### src/design/ssgc_pkg.sv
// package for the system status and general control register pair
// assumes a two-wire serial front end that turns frames into byte register accesses
package ssgc_pkg;

    // ----------------------------------------------------------------
    // register offsets and reset values
    // ----------------------------------------------------------------
    localparam logic [7:0] ADDR_SYSTEM_STATUS  = 8'h00;
    localparam logic [7:0] ADDR_GENERAL_CONFIG = 8'h01;
    localparam logic [7:0] STATUS_RESET        = 8'h81;
    localparam logic [7:0] GENCFG_RESET        = 8'h00;

    // ----------------------------------------------------------------
    // system_status field positions
    // ----------------------------------------------------------------
    localparam int ST_FIXED_ONE = 7;
    localparam int ST_SEQ       = 6;
    localparam int ST_HS        = 5;
    localparam int ST_AVG       = 3;
    localparam int ST_FUSE      = 2;
    localparam int ST_CRCERR    = 1;
    localparam int ST_BOR       = 0;

    // ----------------------------------------------------------------
    // general_config field positions
    // ----------------------------------------------------------------
    localparam int GC_CRC_EN = 6;
    localparam int GC_STATS  = 5;
    localparam int GC_WCMP   = 4;
    localparam int GC_CONV   = 3;
    localparam int GC_FORCE  = 2;
    localparam int GC_CAL    = 1;
    localparam int GC_SRST   = 0;

    // ----------------------------------------------------------------
    // sticky flags: index 0 averaging, 1 checksum error, 2 brown-out
    // ----------------------------------------------------------------
    localparam int         NUM_FLAGS  = 3;
    localparam logic [2:0] FLAG_RESET = 3'h4;

    // ----------------------------------------------------------------
    // timing
    // ----------------------------------------------------------------
    localparam int         CLK_PERIOD_NS = 4;
    localparam int         SRST_TIME_NS  = 16;
    localparam int         SRST_CYCLES_I = (SRST_TIME_NS + CLK_PERIOD_NS - 1) / CLK_PERIOD_NS;
    localparam logic [2:0] SRST_LAST     = 3'(SRST_CYCLES_I - 1);

    // ----------------------------------------------------------------
    // types
    // ----------------------------------------------------------------
    typedef enum logic [1:0] {
        SSGC_IDLE = 2'b00,
        SSGC_SRST = 2'b01,
        SSGC_DONE = 2'b11
    } ssgc_state_t;

    typedef struct packed {
        logic       wr;
        logic       rd;
        logic [7:0] addr;
        logic [7:0] wdata;
    } ssgc_reg_req_t;

    typedef struct packed {
        logic seq_running;
        logic hs_mode;
        logic avg_ready;
        logic crc_mismatch;
        logic brownout;
        logic cal_done;
        logic ninth_fall;
        logic conv_done;
    } ssgc_evt_t;

endpackage

### src/design/ssgc_regs.sv
// system status and general control registers with their side effects
// assumes reg_req comes one cycle per byte access from the serial front end
`timescale 1ns/100ps
`default_nettype none

// Function
// status bit 6 reads 1 while a channel sequence runs, else 0.
// status bit 5 reads 1 while bus is in high-speed mode; read-only.
// averaging flag set when averaged result ready; host clears by writing 1.
// config check flag captured at load; re-evaluated only after software reset.
// incoming checksum error flag set on mismatch; host clears by writing 1.
// while checksum error set, writes outside status and control are rejected.
// brown-out flag resets to 1, set on events, cleared by writing 1.
// checksum enable appends and checks checksums; disabled when 0.
// statistics enable clears then updates statistics; no update when 0.
// window comparator enabled by 1, reset and disabled by 0.
// normal mode: convert on ninth falling edge, hold clock low until done.
// writing conversion start starts conversion without stretching; reads as 0.
// channel override forces every channel to analog input.
// calibration bit runs offset calibration, clears itself on completion.
// software reset restores defaults, then clears itself and sets brown-out.
// reserved bits ignore writes, read 0; status top bit reads 1.
// continue-on-error plus checksum error forces analog and pauses sequencing.
// writing 0 to sticky flags or read-only bits changes nothing.
module ssgc_regs (
    input  wire logic               sys_clk,
    input  wire logic               rst_b,
    input  wire ssgc_pkg::ssgc_reg_req_t reg_req,
    input  wire ssgc_pkg::ssgc_evt_t     evt,
    input  wire logic               cfg_check_fail,
    input  wire logic               continue_on_error,
    output logic [7:0]              reg_rdata_ff,
    output logic                    other_wr_allow,
    output logic                    crc_enable,
    output logic                    stats_enable,
    output logic                    stats_clear_ff,
    output logic                    window_comparator_enable,
    output logic                    window_comparator_reset,
    output logic                    conv_start_ff,
    output logic                    scl_hold_ff,
    output logic                    force_analog_inputs,
    output logic                    sequencer_pause,
    output logic                    cal_start_ff,
    output logic                    soft_reset_active
);
    import ssgc_pkg::*;

    // ----------------------------------------------------------------
    // state
    // ----------------------------------------------------------------
    ssgc_state_t          state_ff;
    ssgc_state_t          nxt_state;
    logic [2:0]           srst_cnt_ff;
    logic [NUM_FLAGS-1:0] flag_ff;
    logic [NUM_FLAGS-1:0] flag_set;
    logic [NUM_FLAGS-1:0] flag_clr;
    logic                 fuse_ff;
    logic                 load_pend_ff;
    logic                 crc_en_ff;
    logic                 stats_ff;
    logic                 wcmp_ff;
    logic                 force_ff;
    logic                 cal_ff;
    logic                 wr_status;
    logic                 wr_gencfg;
    logic                 srst_done;
    logic [7:0]           status_view;
    logic [7:0]           gencfg_view;

    // ----------------------------------------------------------------
    // decode
    // ----------------------------------------------------------------
    assign wr_status = reg_req.wr && (reg_req.addr == ADDR_SYSTEM_STATUS) && (state_ff == SSGC_IDLE);
    assign wr_gencfg = reg_req.wr && (reg_req.addr == ADDR_GENERAL_CONFIG) && (state_ff == SSGC_IDLE);
    assign srst_done = (state_ff == SSGC_DONE);

    // status and control writable except during soft reset; others blocked on checksum error or soft reset
    assign other_wr_allow = !flag_ff[1] && (state_ff == SSGC_IDLE);

    // ----------------------------------------------------------------
    // software reset sequencer
    // ----------------------------------------------------------------
    always_comb begin
        nxt_state = state_ff;
        case (state_ff)
            SSGC_IDLE: begin
                if (wr_gencfg && reg_req.wdata[GC_SRST]) begin
                    nxt_state = SSGC_SRST;
                end
            end
            SSGC_SRST: begin
                if (srst_cnt_ff == SRST_LAST) begin
                    nxt_state = SSGC_DONE;
                end
            end
            SSGC_DONE: nxt_state = SSGC_IDLE;
            default:   nxt_state = SSGC_IDLE;
        endcase
    end

    always_ff @(posedge sys_clk) begin
        if (!rst_b) begin
            state_ff <= SSGC_IDLE;
        end else begin
            state_ff <= nxt_state;
        end
    end

    always_ff @(posedge sys_clk) begin
        if (!rst_b || state_ff != SSGC_SRST) begin
            srst_cnt_ff <= 3'h0;
        end else begin
            srst_cnt_ff <= srst_cnt_ff + 3'h1;
        end
    end

    assign soft_reset_active = (state_ff != SSGC_IDLE);

    // ----------------------------------------------------------------
    // sticky flags, set wins over clear
    // ----------------------------------------------------------------
    assign flag_set[0] = evt.avg_ready;
    assign flag_set[1] = evt.crc_mismatch && crc_en_ff;
    assign flag_set[2] = evt.brownout || srst_done;
    assign flag_clr[0] = wr_status && reg_req.wdata[ST_AVG];
    assign flag_clr[1] = wr_status && reg_req.wdata[ST_CRCERR];
    assign flag_clr[2] = wr_status && reg_req.wdata[ST_BOR];

    generate
        for (genvar i = 0; i < NUM_FLAGS; i++) begin : g_flag
            always_ff @(posedge sys_clk) begin
                if (!rst_b || state_ff == SSGC_SRST) begin
                    flag_ff[i] <= FLAG_RESET[i];
                end else if (flag_set[i]) begin
                    flag_ff[i] <= 1'b1;
                end else if (flag_clr[i]) begin
                    flag_ff[i] <= 1'b0;
                end
            end
        end
    endgenerate

    // ----------------------------------------------------------------
    // configuration check capture at load and after software reset
    // ----------------------------------------------------------------
    always_ff @(posedge sys_clk) begin
        if (!rst_b) begin
            load_pend_ff <= 1'b1;
            fuse_ff      <= 1'b0;
        end else if (load_pend_ff) begin
            load_pend_ff <= 1'b0;
            fuse_ff      <= cfg_check_fail;
        end else if (srst_done) begin
            fuse_ff      <= cfg_check_fail;
        end
    end

    // ----------------------------------------------------------------
    // general_config storage
    // ----------------------------------------------------------------
    always_ff @(posedge sys_clk) begin
        if (!rst_b || state_ff == SSGC_SRST) begin
            crc_en_ff <= GENCFG_RESET[GC_CRC_EN];
            stats_ff  <= GENCFG_RESET[GC_STATS];
            wcmp_ff   <= GENCFG_RESET[GC_WCMP];
            force_ff  <= GENCFG_RESET[GC_FORCE];
        end else if (wr_gencfg) begin
            crc_en_ff <= reg_req.wdata[GC_CRC_EN];
            stats_ff  <= reg_req.wdata[GC_STATS];
            wcmp_ff   <= reg_req.wdata[GC_WCMP];
            force_ff  <= reg_req.wdata[GC_FORCE];
        end
    end

    always_ff @(posedge sys_clk) begin
        if (!rst_b || state_ff == SSGC_SRST) begin
            cal_ff <= GENCFG_RESET[GC_CAL];
        end else if (wr_gencfg && reg_req.wdata[GC_CAL]) begin
            cal_ff <= 1'b1;
        end else if (evt.cal_done) begin
            cal_ff <= 1'b0;
        end
    end

    always_ff @(posedge sys_clk) begin
        if (!rst_b) begin
            cal_start_ff <= 1'b0;
        end else begin
            cal_start_ff <= wr_gencfg && reg_req.wdata[GC_CAL] && !cal_ff;
        end
    end

    always_ff @(posedge sys_clk) begin
        if (!rst_b) begin
            stats_clear_ff <= 1'b0;
        end else begin
            stats_clear_ff <= wr_gencfg && reg_req.wdata[GC_STATS] && !stats_ff;
        end
    end

    assign crc_enable               = crc_en_ff;
    assign stats_enable             = stats_ff;
    assign window_comparator_enable = wcmp_ff;
    assign window_comparator_reset  = !wcmp_ff;
    assign sequencer_pause          = continue_on_error && flag_ff[1];
    assign force_analog_inputs      = force_ff || sequencer_pause;

    // ----------------------------------------------------------------
    // conversion start and clock stretch
    // ----------------------------------------------------------------
    always_ff @(posedge sys_clk) begin
        if (!rst_b) begin
            conv_start_ff <= 1'b0;
        end else begin
            conv_start_ff <= evt.ninth_fall || (wr_gencfg && reg_req.wdata[GC_CONV]);
        end
    end

    always_ff @(posedge sys_clk) begin
        if (!rst_b) begin
            scl_hold_ff <= 1'b0;
        end else if (evt.ninth_fall) begin
            scl_hold_ff <= 1'b1;
        end else if (evt.conv_done) begin
            scl_hold_ff <= 1'b0;
        end
    end

    // ----------------------------------------------------------------
    // read path
    // ----------------------------------------------------------------
    always_comb begin
        status_view               = 8'h00;
        status_view[ST_FIXED_ONE] = 1'b1;
        status_view[ST_SEQ]       = evt.seq_running;
        status_view[ST_HS]        = evt.hs_mode;
        status_view[ST_AVG]       = flag_ff[0];
        status_view[ST_FUSE]      = fuse_ff;
        status_view[ST_CRCERR]    = flag_ff[1];
        status_view[ST_BOR]       = flag_ff[2];
        gencfg_view               = 8'h00;
        gencfg_view[GC_CRC_EN]    = crc_en_ff;
        gencfg_view[GC_STATS]     = stats_ff;
        gencfg_view[GC_WCMP]      = wcmp_ff;
        gencfg_view[GC_FORCE]     = force_ff;
        gencfg_view[GC_CAL]       = cal_ff;
    end

    always_ff @(posedge sys_clk) begin
        if (!rst_b) begin
            reg_rdata_ff <= 8'h00;
        end else if (reg_req.rd) begin
            case (reg_req.addr)
                ADDR_SYSTEM_STATUS:  reg_rdata_ff <= status_view;
                ADDR_GENERAL_CONFIG: reg_rdata_ff <= gencfg_view;
                default:             reg_rdata_ff <= 8'h00;
            endcase
        end
    end

    // ----------------------------------------------------------------
    // assertions
    // ----------------------------------------------------------------
    property p_seq_read;
        @(posedge sys_clk) disable iff (!rst_b)
        (reg_req.rd && reg_req.addr == ADDR_SYSTEM_STATUS) |=> reg_rdata_ff[6] == $past(evt.seq_running);
    endproperty
    a_seq_read: assert property (p_seq_read) else $error("sequencer bit wrong");

    property p_hs_read;
        @(posedge sys_clk) disable iff (!rst_b)
        (reg_req.rd && reg_req.addr == ADDR_SYSTEM_STATUS) |=> reg_rdata_ff[5] == $past(evt.hs_mode);
    endproperty
    a_hs_read: assert property (p_hs_read) else $error("speed bit wrong");

    property p_avg_set;
        @(posedge sys_clk) disable iff (!rst_b)
        (evt.avg_ready && state_ff != SSGC_SRST) |=> flag_ff[0];
    endproperty
    a_avg_set: assert property (p_avg_set) else $error("averaging flag not set");

    property p_fuse_stable;
        @(posedge sys_clk) disable iff (!rst_b)
        (!load_pend_ff && !srst_done) |=> $stable(fuse_ff);
    endproperty
    a_fuse_stable: assert property (p_fuse_stable) else $error("config check changed");

    property p_crc_block;
        @(posedge sys_clk) disable iff (!rst_b)
        flag_ff[1] |-> !other_wr_allow;
    endproperty
    a_crc_block: assert property (p_crc_block) else $error("write not blocked");

    property p_crc_gate;
        @(posedge sys_clk) disable iff (!rst_b)
        (!crc_en_ff && !flag_ff[1] && !wr_gencfg) |=> !flag_ff[1];
    endproperty
    a_crc_gate: assert property (p_crc_gate) else $error("error set while disabled");

    property p_bor_clear;
        @(posedge sys_clk) disable iff (!rst_b)
        (flag_clr[2] && !flag_set[2]) |=> !flag_ff[2];
    endproperty
    a_bor_clear: assert property (p_bor_clear) else $error("brown-out not cleared");

    property p_stretch;
        @(posedge sys_clk) disable iff (!rst_b)
        evt.ninth_fall |=> (scl_hold_ff && conv_start_ff);
    endproperty
    a_stretch: assert property (p_stretch) else $error("no stretch on ninth edge");

    property p_srst_bor;
        @(posedge sys_clk) disable iff (!rst_b)
        (wr_gencfg && reg_req.wdata[GC_SRST]) |=> ##[1:8] (flag_ff[2] && state_ff == SSGC_IDLE);
    endproperty
    a_srst_bor: assert property (p_srst_bor) else $error("software reset did not finish");

    property p_fixed;
        @(posedge sys_clk) disable iff (!rst_b)
        (reg_req.rd && reg_req.addr == ADDR_SYSTEM_STATUS) |=> (reg_rdata_ff[7] && !reg_rdata_ff[4]);
    endproperty
    a_fixed: assert property (p_fixed) else $error("fixed bits wrong");

    property p_pause;
        @(posedge sys_clk) disable iff (!rst_b)
        (continue_on_error && flag_ff[1]) |-> (force_analog_inputs && sequencer_pause);
    endproperty
    a_pause: assert property (p_pause) else $error("error pause missing");

    property p_zero_write;
        @(posedge sys_clk) disable iff (!rst_b)
        (wr_status && reg_req.wdata == 8'h00 && flag_set == 3'h0) |=> $stable(flag_ff);
    endproperty
    a_zero_write: assert property (p_zero_write) else $error("zero write changed flag");

    c_srst:  cover property (@(posedge sys_clk) disable iff (!rst_b) srst_done);
    c_block: cover property (@(posedge sys_clk) disable iff (!rst_b) flag_ff[1] && reg_req.wr);
    c_conv:  cover property (@(posedge sys_clk) disable iff (!rst_b) scl_hold_ff ##1 !scl_hold_ff);
    c_cal:   cover property (@(posedge sys_clk) disable iff (!rst_b) cal_ff ##1 !cal_ff);

endmodule

`default_nettype wire

### config.mk
export PLATFORM = sky130hd
export DESIGN_NAME = ssgc_regs
export DESIGN_NICKNAME = d
export VERILOG_FILES = /design/src/design/ssgc_pkg.sv /design/src/design/ssgc_regs.sv
export SDC_FILE = /design/constraint.sdc
export NUM_CORES = 1
export LEC_CHECK = 0
export BUFFER_PORTS_ARGS = -buffer_cell sky130_fd_sc_hd__buf_2
export CAP_MARGIN = 5
export CORE_ASPECT_RATIO = 0.6
export CORE_UTILIZATION = 46
export DETAILED_ROUTE_END_ITERATION = 7
export GPL_TIMING_DRIVEN = 0
export PLACE_DENSITY = 0.8
export SLEW_MARGIN = 15
export SYNTH_ARGS = -nofsm -noshare
export SYNTH_HDL_FRONTEND = slang
export SYNTH_SLANG_ARGS = --single-unit
### constraint.sdc
create_clock -name sys_clk -period 1.63 [get_ports sys_clk]
set_input_delay 0.163 -clock sys_clk [delete_from_list [all_inputs] [get_ports sys_clk]]
set_output_delay 0.163 -clock sys_clk [all_outputs]
set_load 0.01 [all_outputs]
; After elaboration in Yosys (flattened, before gate mapping)
; Cells that the tools add are included.
[classes]
n_addsub = 1
n_eq_ne = 7
mux = 15
n_reduce_logical = 36
[op_table]
columns = op, count
row1 = 1-bit logical AND, 16
row2 = 8-bit one-hot mux with 2 select lines, 1
row3 = 2-bit nonzero test, 6
row4 = 1-bit 2-to-1 mux, 11
row5 = 8-bit by 1-bit == test with 1-bit output (second input constant), 1
row6 = 8-bit zero test, 1
row7 = 1-bit zero test, 5
row8 = 1-bit logical OR, 5
row9 = 2-bit 2-to-1 mux, 2
row10 = 2-bit by 1-bit != test with 1-bit output (second input constant), 2
row11 = 2-bit one-hot mux with 2 select lines, 1
row12 = 3-bit by 1-bit adder with 3-bit output (second input constant), 1
row13 = 3-bit by 2-bit == test with 1-bit output (second input constant), 1
row14 = 2-bit by 1-bit == test with 1-bit output (second input constant), 1
row15 = 2-bit == test (second input constant), 1
row16 = 2-bit zero test, 1
row17 = 2-bit != test (second input constant), 1
row18 = 2-bit AND reduction, 1
row19 = 2-bit OR reduction, 1
[word_totals]
ff_bits = 27
inputBits = 30
out_inout_bits = 20
elab_cells = 76

; Depth between registers and ports, before layout
[depth]
ltp_word = 6
ltp_mapped = 5
mapped_depth_nobuf = 3

; Worst setup path after synthesis
; Ideal clock, no wire load.
[synth_timing]
kind = reg-to-reg
start = register state_ff[0]
end = register flag_ff[0]
setup_time_ns = 0.136
arrival_time_ns = 1.344
required_time_ns = 1.494
setup_slack_ns = 0.150
stages_incl_launch_ff = 6
n_path_buf = 2
period_less_slack_ns = 1.480
cell_sequence = dfxtp_1 -> buf_2 -> or3b_2 -> clkbuf_1 -> o41ai_1 -> a21oi_1
[synth_via]
elab_chain_len = 4
elab_cells_between_ends = 6
cone_classes = eq/ne: 1 / reduce/logical: 5
[synth_rtl]
columns = item, line
row1 = start: declaration, ssgc_regs.sv:51  ; ssgc_state_t state_ff;
row2 = start signal: assignment, ssgc_regs.sv:105  ; state_ff <= nxt_state;
row3 = 2-bit zero test, ssgc_regs.sv:73  ; assign wr_status = reg_req.wr && (reg_req.addr == ADDR_SYSTEM_STATUS) && (state_ff == SSGC_IDLE);
row4 = 1-bit logical AND, ssgc_regs.sv:73
row5 = 1-bit logical AND, ssgc_regs.sv:125  ; assign flag_clr[0] = wr_status && reg_req.wdata[ST_AVG];
row6 = 2-bit nonzero test (no line), n/a
row7 = end signal: indexed assignment, ssgc_regs.sv:133  ; flag_ff[i] <= FLAG_RESET[i];
row8 = end: declaration, ssgc_regs.sv:54  ; logic [NUM_FLAGS-1:0] flag_ff;
; Several ways; a longest one is shown, not always the timed one.
; A chain may end at the register's enable or synchronous reset.

; Final worst setup path
[layout_timing]
start = register state_ff[0]
end = register flag_ff[2]
[layout_via]
elab_chain_len = 3
elab_cells_between_ends = 8
cone_classes = eq/ne: 2 / reduce/logical: 6
[layout_rtl]
columns = item, line
row1 = "2-bit == test, or another cell as far along", ssgc_regs.sv:75  ; assign srst_done = (state_ff == SSGC_DONE);
row2 = "1-bit logical OR, or another cell as far along", ssgc_regs.sv:124  ; assign flag_set[2] = evt.brownout || srst_done;
row3 = 2-bit OR reduction (no line) / 1-bit logical AND (equally long branches), n/a
; Several ways; a longest one is shown, not always the timed one.

==> metrics <==
most frequent cells in the layout 49 x buf_2, 27 x dfxtp_1, 11 x a21oi_1, 7 x inv_1, 7 x nand4_1; Worst VDD drop around 0.56 mV; Worst Tran Pin Value a little over 0.7 ns; CTS sink count 27; share of the core filled with cells about two thirds; Worst Setup Path Type reg -> reg; Peak Freq 639 MHz; Pre-antenna DRT Iters 4; Chip Height 40.8 µm; leading area contributor after synthesis dfxtp_1; RSZ-0062 raised after global routing no; Tmin final 1.56 ns; I/O Buffers 48; Syn Inst Count about 110; RD Place Congestion around 0.85; fin nets 198; #FFs+latches synth 27; power per cell area 767 nW/µm²; H-tree levels 1; Clk network pwr share between 30% and 40%; GRT Overall Usage 20.8%; CTS tree yes; Synth area leaders dfxtp_1 47%, a21oi_1 4.8%, nand4_1 3.8%; crit share post-route a little over nine tenths; gr ovfl total 0; Hold Fails Final Rpt 0; cts bufs inserted 3; drc violations 0; Antenna Nets Post-Route 0; Sw Ratio 23.2%; routed via count 1079; R2R setup slack 0.07 ns; sequential area share after synthesis a little under half; fill count 192; Critical Path Start Type register; post-DR wirelength/cell 14.0 µm; Worst-Skew Late Latency 0.27 ns; proportion of layout cells with a drive suffix above 1 41.2%; Met1 Wirelength 1.32 mm; arrival time worst endpoint 1.72 ns; Net Count, Synth 146; Reg2Reg Depth 4; iteration-0 DRC count of the detailed router 52; Worst Setup End Kind register; worst-case clock buffer depth 2; HP Start evt[3]; cell area after layout 1500 µm²; most common cell after layout, fill and taps aside buf_2; leakage 0.668 nW; Synth top area share 46.9%; Detailed Place HPWL 2.08 mm; post-synth cell types 37; max layer used met4; vias in the first global route 884; Worst slew margin 51.8%; post-synthesis instance area between 1000 and 1500 µm²; met3 WL approximately 240 µm; Layout Cells excl Fill 195; Gate power share 9.0%; sequential cell fraction of total power 58.3%; Crit Path Max Fanout 10; status complete, no violations; Ys Warns 0; placed insts 192; num rows 13; antenna cell count 0; area added between synthesis and finish 30.1%; final setup fails 0; IO Pins 50; worst min-delay path endpoint flag_ff[2]; drt via density 5.53; Die X 66.6 µm; RR Endpoint flag_ff[2]; root buffer cell clkbuf_8; R2R Path Start state_ff[0]; skew final about 0.0075 ns; antenna violations before repair 0; Psw 267 µW; worst path required time 1.79 ns; first-pass GRT wire length 3.95 mm; placeable core region 2260 µm²; final WL roughly 2.7 mm; largest net degree at the start of global routing 16; worst hold stages 2; Max Cap Viol 0; length of routed met2 wiring 1.17 mm; Initial Util 51.0%; worst min path class in -> reg; Pint 884 µW; Synth Area per Inst 10.1 µm²; cts hold-fix bufs 0; DP Area 1430 µm²; max-slew violations 0; die area 2720 µm²; Clock transition at path regs 0.09 ns
[registers in the layout, indices dropped and copies added (netlist names)]
signal / cells
reg_rdata_ff: 8
load_pend_ff: 1
force_ff: 1
crc_enable: 1
srst_cnt_ff: 3
stats_enable: 1
window_comparator_enable: 1
stats_clear_ff: 1
state_ff: 2
fuse_ff: 1
flag_ff: 3
scl_hold_ff: 1
conv_start_ff: 1
cal_start_ff: 1
cal_ff: 1
[timing repair]
| action | CTS | global route |
|---|---|---|
| resized for setup | 3 | 2 |
| endpoints found under the hold margin | 0 | 0 |
| buffers inserted | 0 | 0 |
| setup endpoints to repair | 2 | 3 |
[how the worst max path moves through the flow]
stage	slack [ns]	from	end
finish	0.07	state_ff[0]	flag_ff[2]
global route	0.03	state_ff[0]	flag_ff[2]
CTS	0.04	state_ff[0]	flag_ff[0]
detailed placement	-0.01	state_ff[0]	flag_ff[1]
global placement	0.03	state_ff[0]	flag_ff[2]
floorplan	0.15	state_ff[0]	flag_ff[0]
[cell type report]
| type | instances | area [µm²] | area share, % |
|---|---|---|---|
| Sequential cell | 27 | 541 | 36.1 |
| Buffer | 3 | 20.0 | 1.34 |
| Timing Repair Buffer | 48 | 240 | 16.0 |
| Clock buffer | 3 | 41.3 | 2.75 |
| Tap cell | 30 | 37.5 | 2.50 |
| Inverter | 8 | 30.0 | 2.00 |
| Clock inverter | 1 | 5.00 | 0.334 |
| Multi-Input combinational cell | 75 | 584 | 39.0 |
[metal layers]
layer,GRT usage [%],up-vias
li1,-,534
met1,25.8,489
met2,35.9,54
met3,6.39,2
met4,5.85,0
met5,0,-
[synth_stat cells (all sizes together)]
| master | count |
|---|---|
| o21ai | 1 |
| or2 | 2 |
| nand2b | 3 |
| inv | 7 |
| and2 | 5 |
| nand4 | 7 |
| o31ai | 4 |
| nand3 | 1 |
| clkinv | 1 |
| or4 | 2 |
| ha | 2 |
| o41ai | 2 |
| nor2 | 6 |
| mux2i | 1 |
| a2111o | 1 |
| a22o | 2 |
| nor4 | 2 |
| nor2b | 2 |
| nor3b | 1 |
| nand2 | 3 |
| nor4b | 2 |
| or4b | 1 |
| a21oi | 11 |
| dfxtp | 27 |
| and3 | 2 |
| or3b | 1 |
| buf | 2 |
| a41oi | 2 |
| clkbuf | 2 |
| nor3 | 4 |
| and4b | 1 |
| a221o | 4 |
[critical path: stages, from the launching register on]
cell and delay (ns):
dfxtp_1 0.31, buf_2 0.17, nor3b_4 0.36, nand4_1 0.18, a2111o_1 0.43
[logic make-up after synthesis]
group                    after synthesis  share of synthesized area, %
AO/OA/AOI/OAI                         27                          16.8
AND/OR/NAND/NOR                       45                          28.6
adder cells (fa/ha/maj)                2                          2.17
buffers and inverters                 12                          4.67
multiplexers                           1                         0.869
flip-flops                            27                          46.9
[metrics by stage]
| stage | TNS [ns] | power [mW] | setup slack [ns] | hold WS (ns) |
|---|---|---|---|---|
| 3_3_place_gp | 0 | 0.782 | 0.0314 | 0.362 |
| 6_report | 0 | 1.15 | 0.0654 | 0.0925 |
| 4_1_cts | 0 | 1.16 | 0.0383 | 0.0839 |
| 3_5_place_dp | -0.0151 | 0.785 | -0.0100 | 0.368 |
| 2_1_floorplan | 0 | 0.727 | 0.150 | 0.266 |
| 5_1_grt | 0 | 1.19 | 0.0290 | 0.0812 |
[power groups by stage]
stage | logic, mW | registers, mW | clock network [mW]
final | 0.104 | 0.671 | 0.376
after global routing | 0.111 | 0.672 | 0.407
after CTS | 0.102 | 0.670 | 0.386
after detailed placement | 0.0996 | 0.685 | 0
after global placement | 0.0968 | 0.686 | 0
after floorplan | 0.0405 | 0.687 | 0
Power figures use the tool's default switching activity.
